$ cat config.mk
export PLATFORM = sky130hd
export DESIGN_NAME = ccr_regs
export DESIGN_NICKNAME = d
export VERILOG_FILES = /design/src/rtl/ccr_pkg.sv /design/src/rtl/ccr_chan.sv /design/src/rtl/ccr_regs.sv
export SDC_FILE = /design/constraint.sdc
export NUM_CORES = 1
export LEC_CHECK = 0
export BUFFER_PORTS_ARGS = -buffer_cell sky130_fd_sc_hd__buf_2
export CELL_PAD_IN_SITES_DETAIL_PLACEMENT = 1
export CELL_PAD_IN_SITES_GLOBAL_PLACEMENT = 2
export CORE_MARGIN = 10
export CORE_UTILIZATION = 29
export DETAILED_ROUTE_END_ITERATION = 10
export GPL_TIMING_DRIVEN = 0
export HOLD_SLACK_MARGIN = 0.05
export PLACE_DENSITY = 0.79
export RECOVER_POWER = 100
export SETUP_SLACK_MARGIN = 0.5
export SLEW_MARGIN = 5
export SYNTH_ARGS = -nofsm -noshare
export SYNTH_HDL_FRONTEND = slang
export SYNTH_HIERARCHICAL = 1
export SYNTH_SLANG_ARGS = --single-unit
$ cat constraint.sdc
create_clock -name clk_in -period 1.9 [get_ports clk_in]
set_input_delay 0.19 -clock clk_in [delete_from_list [all_inputs] [get_ports clk_in]]
set_output_delay 0.19 -clock clk_in [all_outputs]
set_load 0.01 [all_outputs]
$ cat src/rtl/ccr_pkg.sv
/*
 * ccr_pkg: shared constants for the comparator control register bank.
 * assumes: a 32-bit avalon-mm slave with byte addresses; 8-bit registers
 * sit in the low byte of each word, upper bits read as zero.
 */
package ccr_pkg;

	// ************************************************************
	// bus layout
	// ************************************************************
	localparam int CCR_ADDR_W = 6;
	localparam int CCR_DATA_W = 32;
	localparam int CCR_REG_W = 8;
	localparam int CCR_MAX_CH = 4;

	// ************************************************************
	// register offsets (byte addresses)
	// ************************************************************
	localparam logic [CCR_ADDR_W-1:0] CCR_OFS_CTRL_A = 6'h00;
	localparam logic [CCR_ADDR_W-1:0] CCR_OFS_CTRL_B = 6'h04;
	localparam logic [CCR_ADDR_W-1:0] CCR_CH_STRIDE = 6'h08;
	localparam logic [CCR_ADDR_W-1:0] CCR_OFS_EDGE = 6'h20;
	localparam logic [CCR_ADDR_W-1:0] CCR_OFS_STATUS = 6'h24;
	localparam logic [CCR_ADDR_W-1:0] CCR_OFS_MASK = 6'h28;

	// ************************************************************
	// control a fields
	// ************************************************************
	localparam int CCR_A_RESULT = 7;
	localparam int CCR_A_MODE = 6;
	localparam int CCR_A_REFSEL = 5;
	localparam int CCR_A_TRIM_HI = 4;
	localparam int CCR_A_TRIM_LO = 0;
	localparam int CCR_TRIM_W = 5;
	localparam logic [CCR_REG_W-1:0] CCR_CTRL_A_RST = 8'h10;

	// ************************************************************
	// control b fields
	// ************************************************************
	localparam int CCR_B_NONINV = 7;
	localparam int CCR_B_IRQEN = 3;
	localparam int CCR_B_PINEN = 2;
	localparam int CCR_B_INV = 1;
	localparam int CCR_B_POWER = 0;
	localparam logic [CCR_REG_W-1:0] CCR_CTRL_B_RST = 8'h82;

	// ************************************************************
	// interrupt edge selection
	// ************************************************************
	localparam int CCR_EDGE_W = 2;
	localparam logic [CCR_EDGE_W-1:0] CCR_EDGE_OFF = 2'h0;
	localparam logic [CCR_EDGE_W-1:0] CCR_EDGE_RISE = 2'h1;
	localparam logic [CCR_EDGE_W-1:0] CCR_EDGE_FALL = 2'h2;
	localparam logic [CCR_EDGE_W-1:0] CCR_EDGE_BOTH = 2'h3;

	// ************************************************************
	// bus handshake states
	// ************************************************************
	typedef enum logic [0:0] {
		CCR_BUS_IDLE = 1'b0,
		CCR_BUS_DONE = 1'b1
	} ccr_bus_e;

endpackage

$ cat src/rtl/ccr_chan.sv
/*
 * ccr_chan: result path of one comparator channel.
 * assumes: raw_in comes straight from the analog core, asynchronous to clk_in.
 */
`timescale 1ns/1ns
`default_nettype none

module ccr_chan
	import ccr_pkg::*;
(
	// clock and reset
	input wire logic clk_in,
	input wire logic reset_n_in,
	// analog side
	input wire logic raw_in,
	// synchronised result and edges
	output logic result_out,
	output logic rise_out,
	output logic fall_out
);

	logic meta_reg;
	logic meta_next;
	logic sync_reg;
	logic sync_next;
	logic prev_reg;
	logic prev_next;

	// ************************************************************
	// two-stage synchroniser and edge detector
	// ************************************************************
	always_comb
	begin
		meta_next = raw_in;
		sync_next = meta_reg;
		prev_next = sync_reg;
	end

	always_ff @(posedge clk_in or negedge reset_n_in)
	begin
		if (!reset_n_in)
		begin
			meta_reg <= 1'b0;
			sync_reg <= 1'b0;
			prev_reg <= 1'b0;
		end
		else
		begin
			meta_reg <= meta_next;
			sync_reg <= sync_next;
			prev_reg <= prev_next;
		end
	end

	// edges compare the second stage with its own delayed copy only
	assign result_out = sync_reg;
	assign rise_out = sync_reg & ~prev_reg;
	assign fall_out = ~sync_reg & prev_reg;

endmodule // ccr_chan

`default_nettype wire

$ cat src/rtl/ccr_regs.sv
/*
 * ccr_regs: control and status registers for a set of analog comparators.
 * assumes: avalon-mm master on clk_in; comparator results arrive asynchronously;
 * the shared output pin is released to normal i/o when not driven here.
 */
`timescale 1ns/1ns
`default_nettype none

module ccr_regs
	import ccr_pkg::*;
#(
	parameter int NUM_CH = 2
)
(
	// clock and reset
	input wire logic clk_in,
	input wire logic reset_n_in,
	// avalon-mm slave
	input wire logic [CCR_ADDR_W-1:0] avs_address_in,
	input wire logic avs_read_in,
	input wire logic avs_write_in,
	input wire logic [CCR_DATA_W-1:0] avs_writedata_in,
	input wire logic [3:0] avs_byteenable_in,
	output logic [CCR_DATA_W-1:0] avs_readdata_out,
	output logic avs_waitrequest_out,
	// interrupt
	output logic irq_out,
	// analog comparator core
	input wire logic [NUM_CH-1:0] compare_raw_in,
	output logic [NUM_CH-1:0] compare_power_enable_out,
	output logic [NUM_CH-1:0] offset_cancel_mode_out,
	output logic [NUM_CH-1:0] trim_reference_select_out,
	output logic [NUM_CH*CCR_TRIM_W-1:0] offset_trim_code_out,
	output logic [NUM_CH-1:0] noninv_path_select_out,
	output logic [NUM_CH-1:0] inv_path_select_out,
	// shared output pin
	output logic [NUM_CH-1:0] compare_pin_out,
	output logic [NUM_CH-1:0] compare_pin_oe_n_out
);

	// ************************************************************
	// elaboration checks
	// ************************************************************
	if (NUM_CH < 1 || NUM_CH > CCR_MAX_CH)
	begin : g_bad_num_ch
		$error("NUM_CH must lie between 1 and 4");
	end

	// ************************************************************
	// declarations
	// ************************************************************
	ccr_bus_e bus_reg;
	ccr_bus_e bus_next;
	logic [CCR_DATA_W-1:0] rdata_reg;
	logic [CCR_DATA_W-1:0] rdata_next;
	logic [NUM_CH-1:0] mode_reg;
	logic [NUM_CH-1:0] mode_next;
	logic [NUM_CH-1:0] refsel_reg;
	logic [NUM_CH-1:0] refsel_next;
	logic [CCR_TRIM_W-1:0] trim_reg [NUM_CH];
	logic [CCR_TRIM_W-1:0] trim_next [NUM_CH];
	logic [NUM_CH-1:0] noninv_reg;
	logic [NUM_CH-1:0] noninv_next;
	logic [NUM_CH-1:0] irqen_reg;
	logic [NUM_CH-1:0] irqen_next;
	logic [NUM_CH-1:0] pinen_reg;
	logic [NUM_CH-1:0] pinen_next;
	logic [NUM_CH-1:0] inv_reg;
	logic [NUM_CH-1:0] inv_next;
	logic [NUM_CH-1:0] power_reg;
	logic [NUM_CH-1:0] power_next;
	logic [CCR_EDGE_W-1:0] edge_reg [NUM_CH];
	logic [CCR_EDGE_W-1:0] edge_next [NUM_CH];
	logic [NUM_CH-1:0] status_reg;
	logic [NUM_CH-1:0] status_next;
	logic [NUM_CH-1:0] mask_reg;
	logic [NUM_CH-1:0] mask_next;
	logic [NUM_CH-1:0] pin_reg;
	logic [NUM_CH-1:0] pin_next;
	logic [NUM_CH-1:0] pin_oe_n_reg;
	logic [NUM_CH-1:0] pin_oe_n_next;
	logic [NUM_CH-1:0] result;
	logic [NUM_CH-1:0] rise;
	logic [NUM_CH-1:0] fall;
	logic [NUM_CH-1:0] event_hit;
	logic req;
	logic fire_wr;
	logic lane0;
	logic [CCR_REG_W-1:0] wbyte;

	// ************************************************************
	// per-channel result path
	// ************************************************************
	for (genvar c = 0; c < NUM_CH; c++)
	begin : g_chan
		ccr_chan u_chan (
			.clk_in(clk_in),
			.reset_n_in(reset_n_in),
			.raw_in(compare_raw_in[c]),
			.result_out(result[c]),
			.rise_out(rise[c]),
			.fall_out(fall[c])
		);
	end

	// ************************************************************
	// avalon handshake
	// ************************************************************
	// one wait state: the read word is registered in the first cycle and the
	// write lands on the edge where waitrequest is seen low.
	assign req = avs_read_in | avs_write_in;
	assign avs_waitrequest_out = req & (bus_reg == CCR_BUS_IDLE);
	assign fire_wr = avs_write_in & (bus_reg == CCR_BUS_DONE);
	assign lane0 = avs_byteenable_in[0];
	assign wbyte = avs_writedata_in[CCR_REG_W-1:0];

	always_comb
	begin
		bus_next = CCR_BUS_IDLE;
		case (bus_reg)
			CCR_BUS_IDLE:
			begin
				if (req)
				begin
					bus_next = CCR_BUS_DONE;
				end
			end
			CCR_BUS_DONE:
			begin
				bus_next = CCR_BUS_IDLE;
			end
			default:
			begin
				bus_next = CCR_BUS_IDLE;
			end
		endcase
	end

	// ************************************************************
	// read mux
	// ************************************************************
	always_comb
	begin
		rdata_next = rdata_reg;
		if (avs_read_in && bus_reg == CCR_BUS_IDLE)
		begin
			// unmapped or misaligned addresses read as zero
			rdata_next = '0;
			for (int c = 0; c < NUM_CH; c++)
			begin
				if (avs_address_in == CCR_OFS_CTRL_A + CCR_ADDR_W'(c) * CCR_CH_STRIDE)
				begin
					rdata_next[CCR_A_RESULT] = result[c];
					rdata_next[CCR_A_MODE] = mode_reg[c];
					rdata_next[CCR_A_REFSEL] = refsel_reg[c];
					rdata_next[CCR_A_TRIM_HI:CCR_A_TRIM_LO] = trim_reg[c];
				end
				if (avs_address_in == CCR_OFS_CTRL_B + CCR_ADDR_W'(c) * CCR_CH_STRIDE)
				begin
					// forced selects read one during cancellation
					rdata_next[CCR_B_NONINV] = noninv_reg[c] | mode_reg[c];
					rdata_next[CCR_B_IRQEN] = irqen_reg[c];
					rdata_next[CCR_B_PINEN] = pinen_reg[c];
					rdata_next[CCR_B_INV] = inv_reg[c] | mode_reg[c];
					rdata_next[CCR_B_POWER] = power_reg[c];
					// bits six to four are left zero
				end
				if (avs_address_in == CCR_OFS_EDGE)
				begin
					rdata_next[CCR_EDGE_W*c +: CCR_EDGE_W] = edge_reg[c];
				end
			end
			if (avs_address_in == CCR_OFS_STATUS)
			begin
				rdata_next[NUM_CH-1:0] = status_reg;
			end
			if (avs_address_in == CCR_OFS_MASK)
			begin
				rdata_next[NUM_CH-1:0] = mask_reg;
			end
		end
	end

	// ************************************************************
	// control register writes
	// ************************************************************
	always_comb
	begin
		mode_next = mode_reg;
		refsel_next = refsel_reg;
		trim_next = trim_reg;
		noninv_next = noninv_reg;
		irqen_next = irqen_reg;
		pinen_next = pinen_reg;
		inv_next = inv_reg;
		power_next = power_reg;
		edge_next = edge_reg;
		mask_next = mask_reg;
		if (fire_wr && lane0)
		begin
			for (int c = 0; c < NUM_CH; c++)
			begin
				if (avs_address_in == CCR_OFS_CTRL_A + CCR_ADDR_W'(c) * CCR_CH_STRIDE)
				begin
					// the result bit has no storage, so writes cannot touch it
					mode_next[c] = wbyte[CCR_A_MODE];
					refsel_next[c] = wbyte[CCR_A_REFSEL];
					trim_next[c] = wbyte[CCR_A_TRIM_HI:CCR_A_TRIM_LO];
				end
				if (avs_address_in == CCR_OFS_CTRL_B + CCR_ADDR_W'(c) * CCR_CH_STRIDE)
				begin
					// stored selects keep the software value through calibration
					noninv_next[c] = wbyte[CCR_B_NONINV];
					irqen_next[c] = wbyte[CCR_B_IRQEN];
					pinen_next[c] = wbyte[CCR_B_PINEN];
					inv_next[c] = wbyte[CCR_B_INV];
					power_next[c] = wbyte[CCR_B_POWER];
				end
				if (avs_address_in == CCR_OFS_EDGE)
				begin
					edge_next[c] = wbyte[CCR_EDGE_W*c +: CCR_EDGE_W];
				end
			end
			if (avs_address_in == CCR_OFS_MASK)
			begin
				mask_next = wbyte[NUM_CH-1:0];
			end
		end
	end

	// ************************************************************
	// interrupt status
	// ************************************************************
	always_comb
	begin
		status_next = status_reg;
		for (int c = 0; c < NUM_CH; c++)
		begin
			case (edge_reg[c])
				CCR_EDGE_OFF: event_hit[c] = 1'b0;
				CCR_EDGE_RISE: event_hit[c] = rise[c];
				CCR_EDGE_FALL: event_hit[c] = fall[c];
				CCR_EDGE_BOTH: event_hit[c] = rise[c] | fall[c];
				default: event_hit[c] = 1'b0;
			endcase
			event_hit[c] = event_hit[c] & irqen_reg[c];
		end
		if (fire_wr && lane0 && avs_address_in == CCR_OFS_STATUS)
		begin
			status_next = status_reg & ~wbyte[NUM_CH-1:0];
		end
		// a new edge wins over a clear in the same cycle
		status_next = status_next | event_hit;
	end

	// ************************************************************
	// analog and pin drive
	// ************************************************************
	always_comb
	begin
		for (int c = 0; c < NUM_CH; c++)
		begin
			pin_next[c] = result[c] & pinen_reg[c];
			pin_oe_n_next[c] = ~pinen_reg[c];
		end
	end

	always_comb
	begin
		for (int c = 0; c < NUM_CH; c++)
		begin
			offset_trim_code_out[CCR_TRIM_W*c +: CCR_TRIM_W] = trim_reg[c];
		end
	end

	assign compare_power_enable_out = power_reg;
	assign offset_cancel_mode_out = mode_reg;
	assign trim_reference_select_out = refsel_reg;
	assign noninv_path_select_out = noninv_reg | mode_reg;
	assign inv_path_select_out = inv_reg | mode_reg;
	assign compare_pin_out = pin_reg;
	assign compare_pin_oe_n_out = pin_oe_n_reg;
	assign avs_readdata_out = rdata_reg;
	assign irq_out = |(status_reg & mask_reg);

	// ************************************************************
	// state registers
	// ************************************************************
	always_ff @(posedge clk_in or negedge reset_n_in)
	begin
		if (!reset_n_in)
		begin
			bus_reg <= CCR_BUS_IDLE;
			rdata_reg <= '0;
			mode_reg <= {NUM_CH{CCR_CTRL_A_RST[CCR_A_MODE]}};
			refsel_reg <= {NUM_CH{CCR_CTRL_A_RST[CCR_A_REFSEL]}};
			noninv_reg <= {NUM_CH{CCR_CTRL_B_RST[CCR_B_NONINV]}};
			irqen_reg <= {NUM_CH{CCR_CTRL_B_RST[CCR_B_IRQEN]}};
			pinen_reg <= {NUM_CH{CCR_CTRL_B_RST[CCR_B_PINEN]}};
			inv_reg <= {NUM_CH{CCR_CTRL_B_RST[CCR_B_INV]}};
			power_reg <= {NUM_CH{CCR_CTRL_B_RST[CCR_B_POWER]}};
			status_reg <= '0;
			mask_reg <= '0;
			pin_reg <= '0;
			pin_oe_n_reg <= '1;
			for (int c = 0; c < NUM_CH; c++)
			begin
				trim_reg[c] <= CCR_CTRL_A_RST[CCR_A_TRIM_HI:CCR_A_TRIM_LO];
				edge_reg[c] <= CCR_EDGE_OFF;
			end
		end
		else
		begin
			bus_reg <= bus_next;
			rdata_reg <= rdata_next;
			mode_reg <= mode_next;
			refsel_reg <= refsel_next;
			noninv_reg <= noninv_next;
			irqen_reg <= irqen_next;
			pinen_reg <= pinen_next;
			inv_reg <= inv_next;
			power_reg <= power_next;
			status_reg <= status_next;
			mask_reg <= mask_next;
			pin_reg <= pin_next;
			pin_oe_n_reg <= pin_oe_n_next;
			trim_reg <= trim_next;
			edge_reg <= edge_next;
		end
	end

endmodule // ccr_regs

`default_nettype wire

# Yosys cells after proc, flatten, opt, wreduce, memory -nomap -nowiden
# Cells that the tools add are included.
# classes
n_bitwise,30
n_reduce_logical,13
n_eq_ne,12
mux,15
# op_table
op,n
$eq A6 B6 Y1 const B,3
$mux W8,2
$eq A6 B4 Y1 const B,2
$reduce_and A2 Y1,6
$and A1 B1 Y1,10
$mux W2,5
$eq A2 B2 Y1 const B,4
$mux W4,2
$pmux W1 S4,2
$not A1 Y1,7
$or A1 B1 Y1,7
$eq A6 B3 Y1 const B,1
$logic_not A6 Y1,1
$or A2 B2 Y2,3
$and A2 B2 Y2,2
$eq A2 B1 Y1 const B,2
$logic_not A2 Y1,2
$logic_and A1 B1 Y1,3
$mux W1,3
$not A2 Y2,1
$pmux W1 S2,1
$reduce_or A2 Y1,1
# word_totals
reg_bits,51
output_inout_bits,58
word_cells,100
in_bits,48

# Depth between registers and ports, before layout
# depth
word_depth,8
mapped_depth,6
depth_no_buf,4

# Modules after synthesis
# The synthesis kept the hierarchy.
# modules_own_cells
mod,cells_per_inst,seq_area_each_um2,area_each_um2,n_inst
ccr_regs,191,1136.1,2290.9,1
ccr_chan,5,75.1,90.1,2

# Worst setup path before layout
# No wires, ideal clock.
# synth_timing
path_type,input to register
startpoint,in avs_address_in[4]
endpoint,reg mode_reg[0] (netlist: offset_cancel_mode_out[0])
setup_time_ns,0.125
arrival_time_ns,1.482
path_stages,5
setup_slack_ns,0.293
n_path_buf,1
required_time_ns,1.775
cell_sequence,nor4_4 nand2_2 or3_1 buf_6 mux2_4
# synth_via
elab_chain_cells,2
# synth_lines
item,line,rtl
"start, declared",ccr_regs.sv:19,"input wire logic [CCR_ADDR_W-1:0] avs_address_in,"
$logic_not A6 Y1,ccr_regs.sv:203,if (avs_address_in == CCR_OFS_CTRL_A + CCR_ADDR_W'(c) * CCR_CH_STRIDE)
$reduce_and A2 Y1 (no line),--,
"end signal, assigned",ccr_regs.sv:295,mode_reg <= {NUM_CH{CCR_CTRL_A_RST[CCR_A_MODE]}};
"end signal, assigned",ccr_regs.sv:316,mode_reg <= mode_next;
"end, declared",ccr_regs.sv:56,logic [NUM_CH-1:0] mode_reg;
# No other way between the ends.
# A chain may end at the register's enable or synchronous reset.

# Final worst setup path
# layout_timing
startpoint,reg bus_reg
endpoint,"reg trim_reg, in the netlist offset_trim_code_out[0]"
# layout_via
elab_chain_cells,3
# layout_lines
item,line,rtl
"start, declared",ccr_regs.sv:52,ccr_bus_e bus_reg;
"start signal, assigned",ccr_regs.sv:314,bus_reg <= bus_next;
$and A1 B1 Y1,ccr_regs.sv:113,assign fire_wr = avs_write_in & (bus_reg == CCR_BUS_DONE);
$logic_and A1 B1 Y1,ccr_regs.sv:199,if (fire_wr && lane0)
$reduce_and A2 Y1 (no line),--,
"end signal, assigned by index",ccr_regs.sv:308,trim_reg[c] <= CCR_CTRL_A_RST[CCR_A_TRIM_HI:CCR_A_TRIM_LO];
"end signal, assigned",ccr_regs.sv:327,trim_reg <= trim_next;
"end, declared",ccr_regs.sv:60,logic [CCR_TRIM_W-1:0] trim_reg [NUM_CH];
# No other way between the ends.

==> results.cfg <==
[power_and_ir_drop]
vdd_ir_drop_max_uv = 258
leakagePower_uw = 0.00157
power_density_nw_per_um2 = 712

[synth]
ys_warn_count = 6
seq_area_frac_synth_pct = 52.1
synth_cells = 201
synth_cell_types = 41
async_flop_share_pct = 100
syn_area_per_cell_um2 = 12.3
synth_top_cell_area_share_pct = 43.5
synth_flop_cell = dfrtp_1
syn_area_um2 = 2470
synth_top_area_cell = dfrtp_1
synth-edff-count = 0
synth_area_leaders = dfrtp_1 44%, mux2_2 10%, dfstp_2 8.5%
synth-seq-cells = 51

[cts]
root_buffer = clkbuf_8
htree_levels = 2
clk_pin_slew_worst_paths_ns = 0.10
cts_buffers = 5
clock_path_buffers = 2
clk_latency_ns = 0.31
clock-sinks = 51
cts_tree = done

[sta]
slew_headroom_pct = 13.1
finalHoldViolations = 0
finalWorstSetupSlack_ns = 0.229
setup_viol = 0
worstMarginPinSlew_ns = 1.30
finalMaxSlewViolations = 0
period_needed_ns = 1.67
max_freq_mhz = 599
fin_hold_ws_ns = 0.111
rsz0062_at_grt = true
fin_crit_sh_pct = 87.9
skew_ns = 0.00873

[route]
initialDrtViolationCount = 90
drcViolationCount = 0
antenna_left = 0
firstDrtPassIters = 4
wl_per_cell_um = 17.9
wl_um = 7280
top_layer = met4
dr_wl_met2_um = 3620
vias = 1862
routed-wl-met3_um = 489
wl_met1_um = 3050
viasPerCell = 4.57

[setup_path]
reg2reg_slack_ns = 0.23
crit_fanout = 7
reg2regPathDepth = 5
path_class = register to register
critPathRequiredTime_ns = 2.10
worstReg2RegStart = bus_reg$_DFF_PN0_
cp-start-kind = register
r2r_end = offset_trim_code_out[0]$_DFFE_PN0P_
crit_path_end = offset_trim_code_out[0]$_DFFE_PN0P_
crit_arrival_ns = 1.87
startpoint = bus_reg$_DFF_PN0_
endpoint_kind = register

[die]
die_x_um = 112
pin_count = 106
core_um2 = 8260
die-area_um2 = 12600
initial_core_util_pct = 29.9
die-height_um = 112
rows = 33

[grt]
antenna_found_initial = 0
grtUsageTotal_pct = 11.3
grt_overflow = 0
grt_max_degree = 52
grt_pass1_wl_um = 11600
grt_pass1_vias = 2055

[final_layout]
diodes = 0
syn2layout_area_growth_pct = 29.8
nets = 349
largest_reg_flops = 10
drive_gt1_share_pct = 41.4
n_fill_cell = 936
stdcell_area_um2 = 3210
final_util_pct = 38.8

[job]
maxCapViolCount = 0

[placed_design]
post_dp_cell_area_um2 = 2960
routabilityCongestion = 0.762
place.port_buffers = 53
dp_hpwl_um = 5270
place_ws_ns = -0.300

[status]
status = finished, final reports clean

[hold_path]
hp-class = input port to register
layout by cell type, fill, tap and decap left out, types with 2 or more instances in the layout:
cell,count
and2_1,2
clkbuf_2,3
buf_2,26
nand3_1,2
nand3b_1,2
o21ai_0,7
dlygate4sd3_1,2
a22o_1,5
mux2_2,18
mux2_4,12
and2b_2,2
conb_1,24
or2_2,2
clkbuf_8,5
dfrtp_1,43
nand2_2,2
mux4_2,3
buf_6,3
clkbuf_1,31
buf_4,29
mux2i_1,3
nor3_1,4
nand2_1,11
dfstp_1,2
nand2b_1,5
a22oi_1,4
clkbuf_4,3
dfstp_2,6
nor2_1,9
o22ai_1,2
inv_1,6
nor2b_1,3
area by class of cell:
| class | instances | area [um^2] | share of cell area [%] |
|---|---|---|---|
| Timing Repair Buffer | 70 | 377 | 11.7 |
| Clock buffer | 5 | 68.8 | 2.15 |
| Buffer | 29 | 214 | 6.67 |
| Inverter | 6 | 22.5 | 0.702 |
| Sequential cell | 51 | 1290 | 40.1 |
| Multi-Input combinational cell | 138 | 1060 | 33.0 |
| Tap cell | 105 | 131 | 4.10 |
| Clock inverter | 3 | 47.5 | 1.48 |
what timing repair did:
item | CTS | global route
hold buffers | 2 | 0
endpoints found under the hold margin | 2 | 0
pin swaps | 5 | 6
resized for setup | 15 | 13
buffers inserted | 13 | 2
setup endpoints to repair | 33 | 31
synthesized netlist by cell type (2+ instances only):
cell type	count
or2_2	3
nor2_1	10
dfstp_2	8
inv_1	6
nor3_1	3
mux4_2	3
a22oi_1	4
a22o_1	5
nand2_1	12
nand3b_1	2
dfrtp_1	43
nand3_1	2
nor2b_1	3
and2_1	2
o21ai_0	7
nand2b_1	5
buf_4	24
mux2i_1	3
mux2_4	7
and2b_2	2
or3_1	2
mux2_2	23
clkbuf_1	3
o22ai_1	2
critical path: stages (launching register included):
cell     delay, ns
dfrtp_1       0.35
and3_1        0.23
nand2_1       0.15
or3_4         0.37
buf_8         0.16
mux2_4        0.29
report_power, final:
| group | switching (uW) | internal, uW |
|---|---|---|
| Clock | 388 | 400 |
| Sequential | 35.5 | 1140 |
| Combinational | 173 | 146 |
worst min-delay path by stage:
stage                                    from  cells after the start                                    end
after detailed placement    compare_raw_in[1]                      1    g_chan[1].u_chan/meta_reg$_DFF_PN0_
after floorplan                    reset_n_in                      0        avs_readdata_out[0]$_DFFE_PN0P_
final                     avs_writedata_in[6]                      2  offset_cancel_mode_out[0]$_DFFE_PN0P_
after CTS                 avs_writedata_in[4]                      2    offset_trim_code_out[4]$_DFFE_PN1P_
after global placement      compare_raw_in[1]                      1    g_chan[1].u_chan/meta_reg$_DFF_PN0_
after global routing      avs_writedata_in[4]                      2    offset_trim_code_out[4]$_DFFE_PN1P_
routing by layer:
metal / track usage [%] / vias to the layer above
li1: - / 855
met1: 12.7 / 924
met2: 20.2 / 70
met3: 4.05 / 13
met4: 2.37 / 0
met5: 0 / -
logic make-up after synthesis:
kind of cell,share of synthesized area [%]
AOI/OAI and AO/OA,6.73
DFF,52.1
and+or+nand+nor,13.1
other,0.152
muxes,18.7
buffers and inverters,9.32
metrics by stage:
step / power (uW) / cells / TNS [ns]
after floorplan: 1370 / 224 / 0
after global placement: 1500 / 382 / -5.09
after detailed placement: 1500 / 382 / -5.84
after CTS: 2320 / 405 / 0
after global routing: 2400 / 407 / 0
final: 2280 / 407 / 0
(Power assumes the default switching activity.)
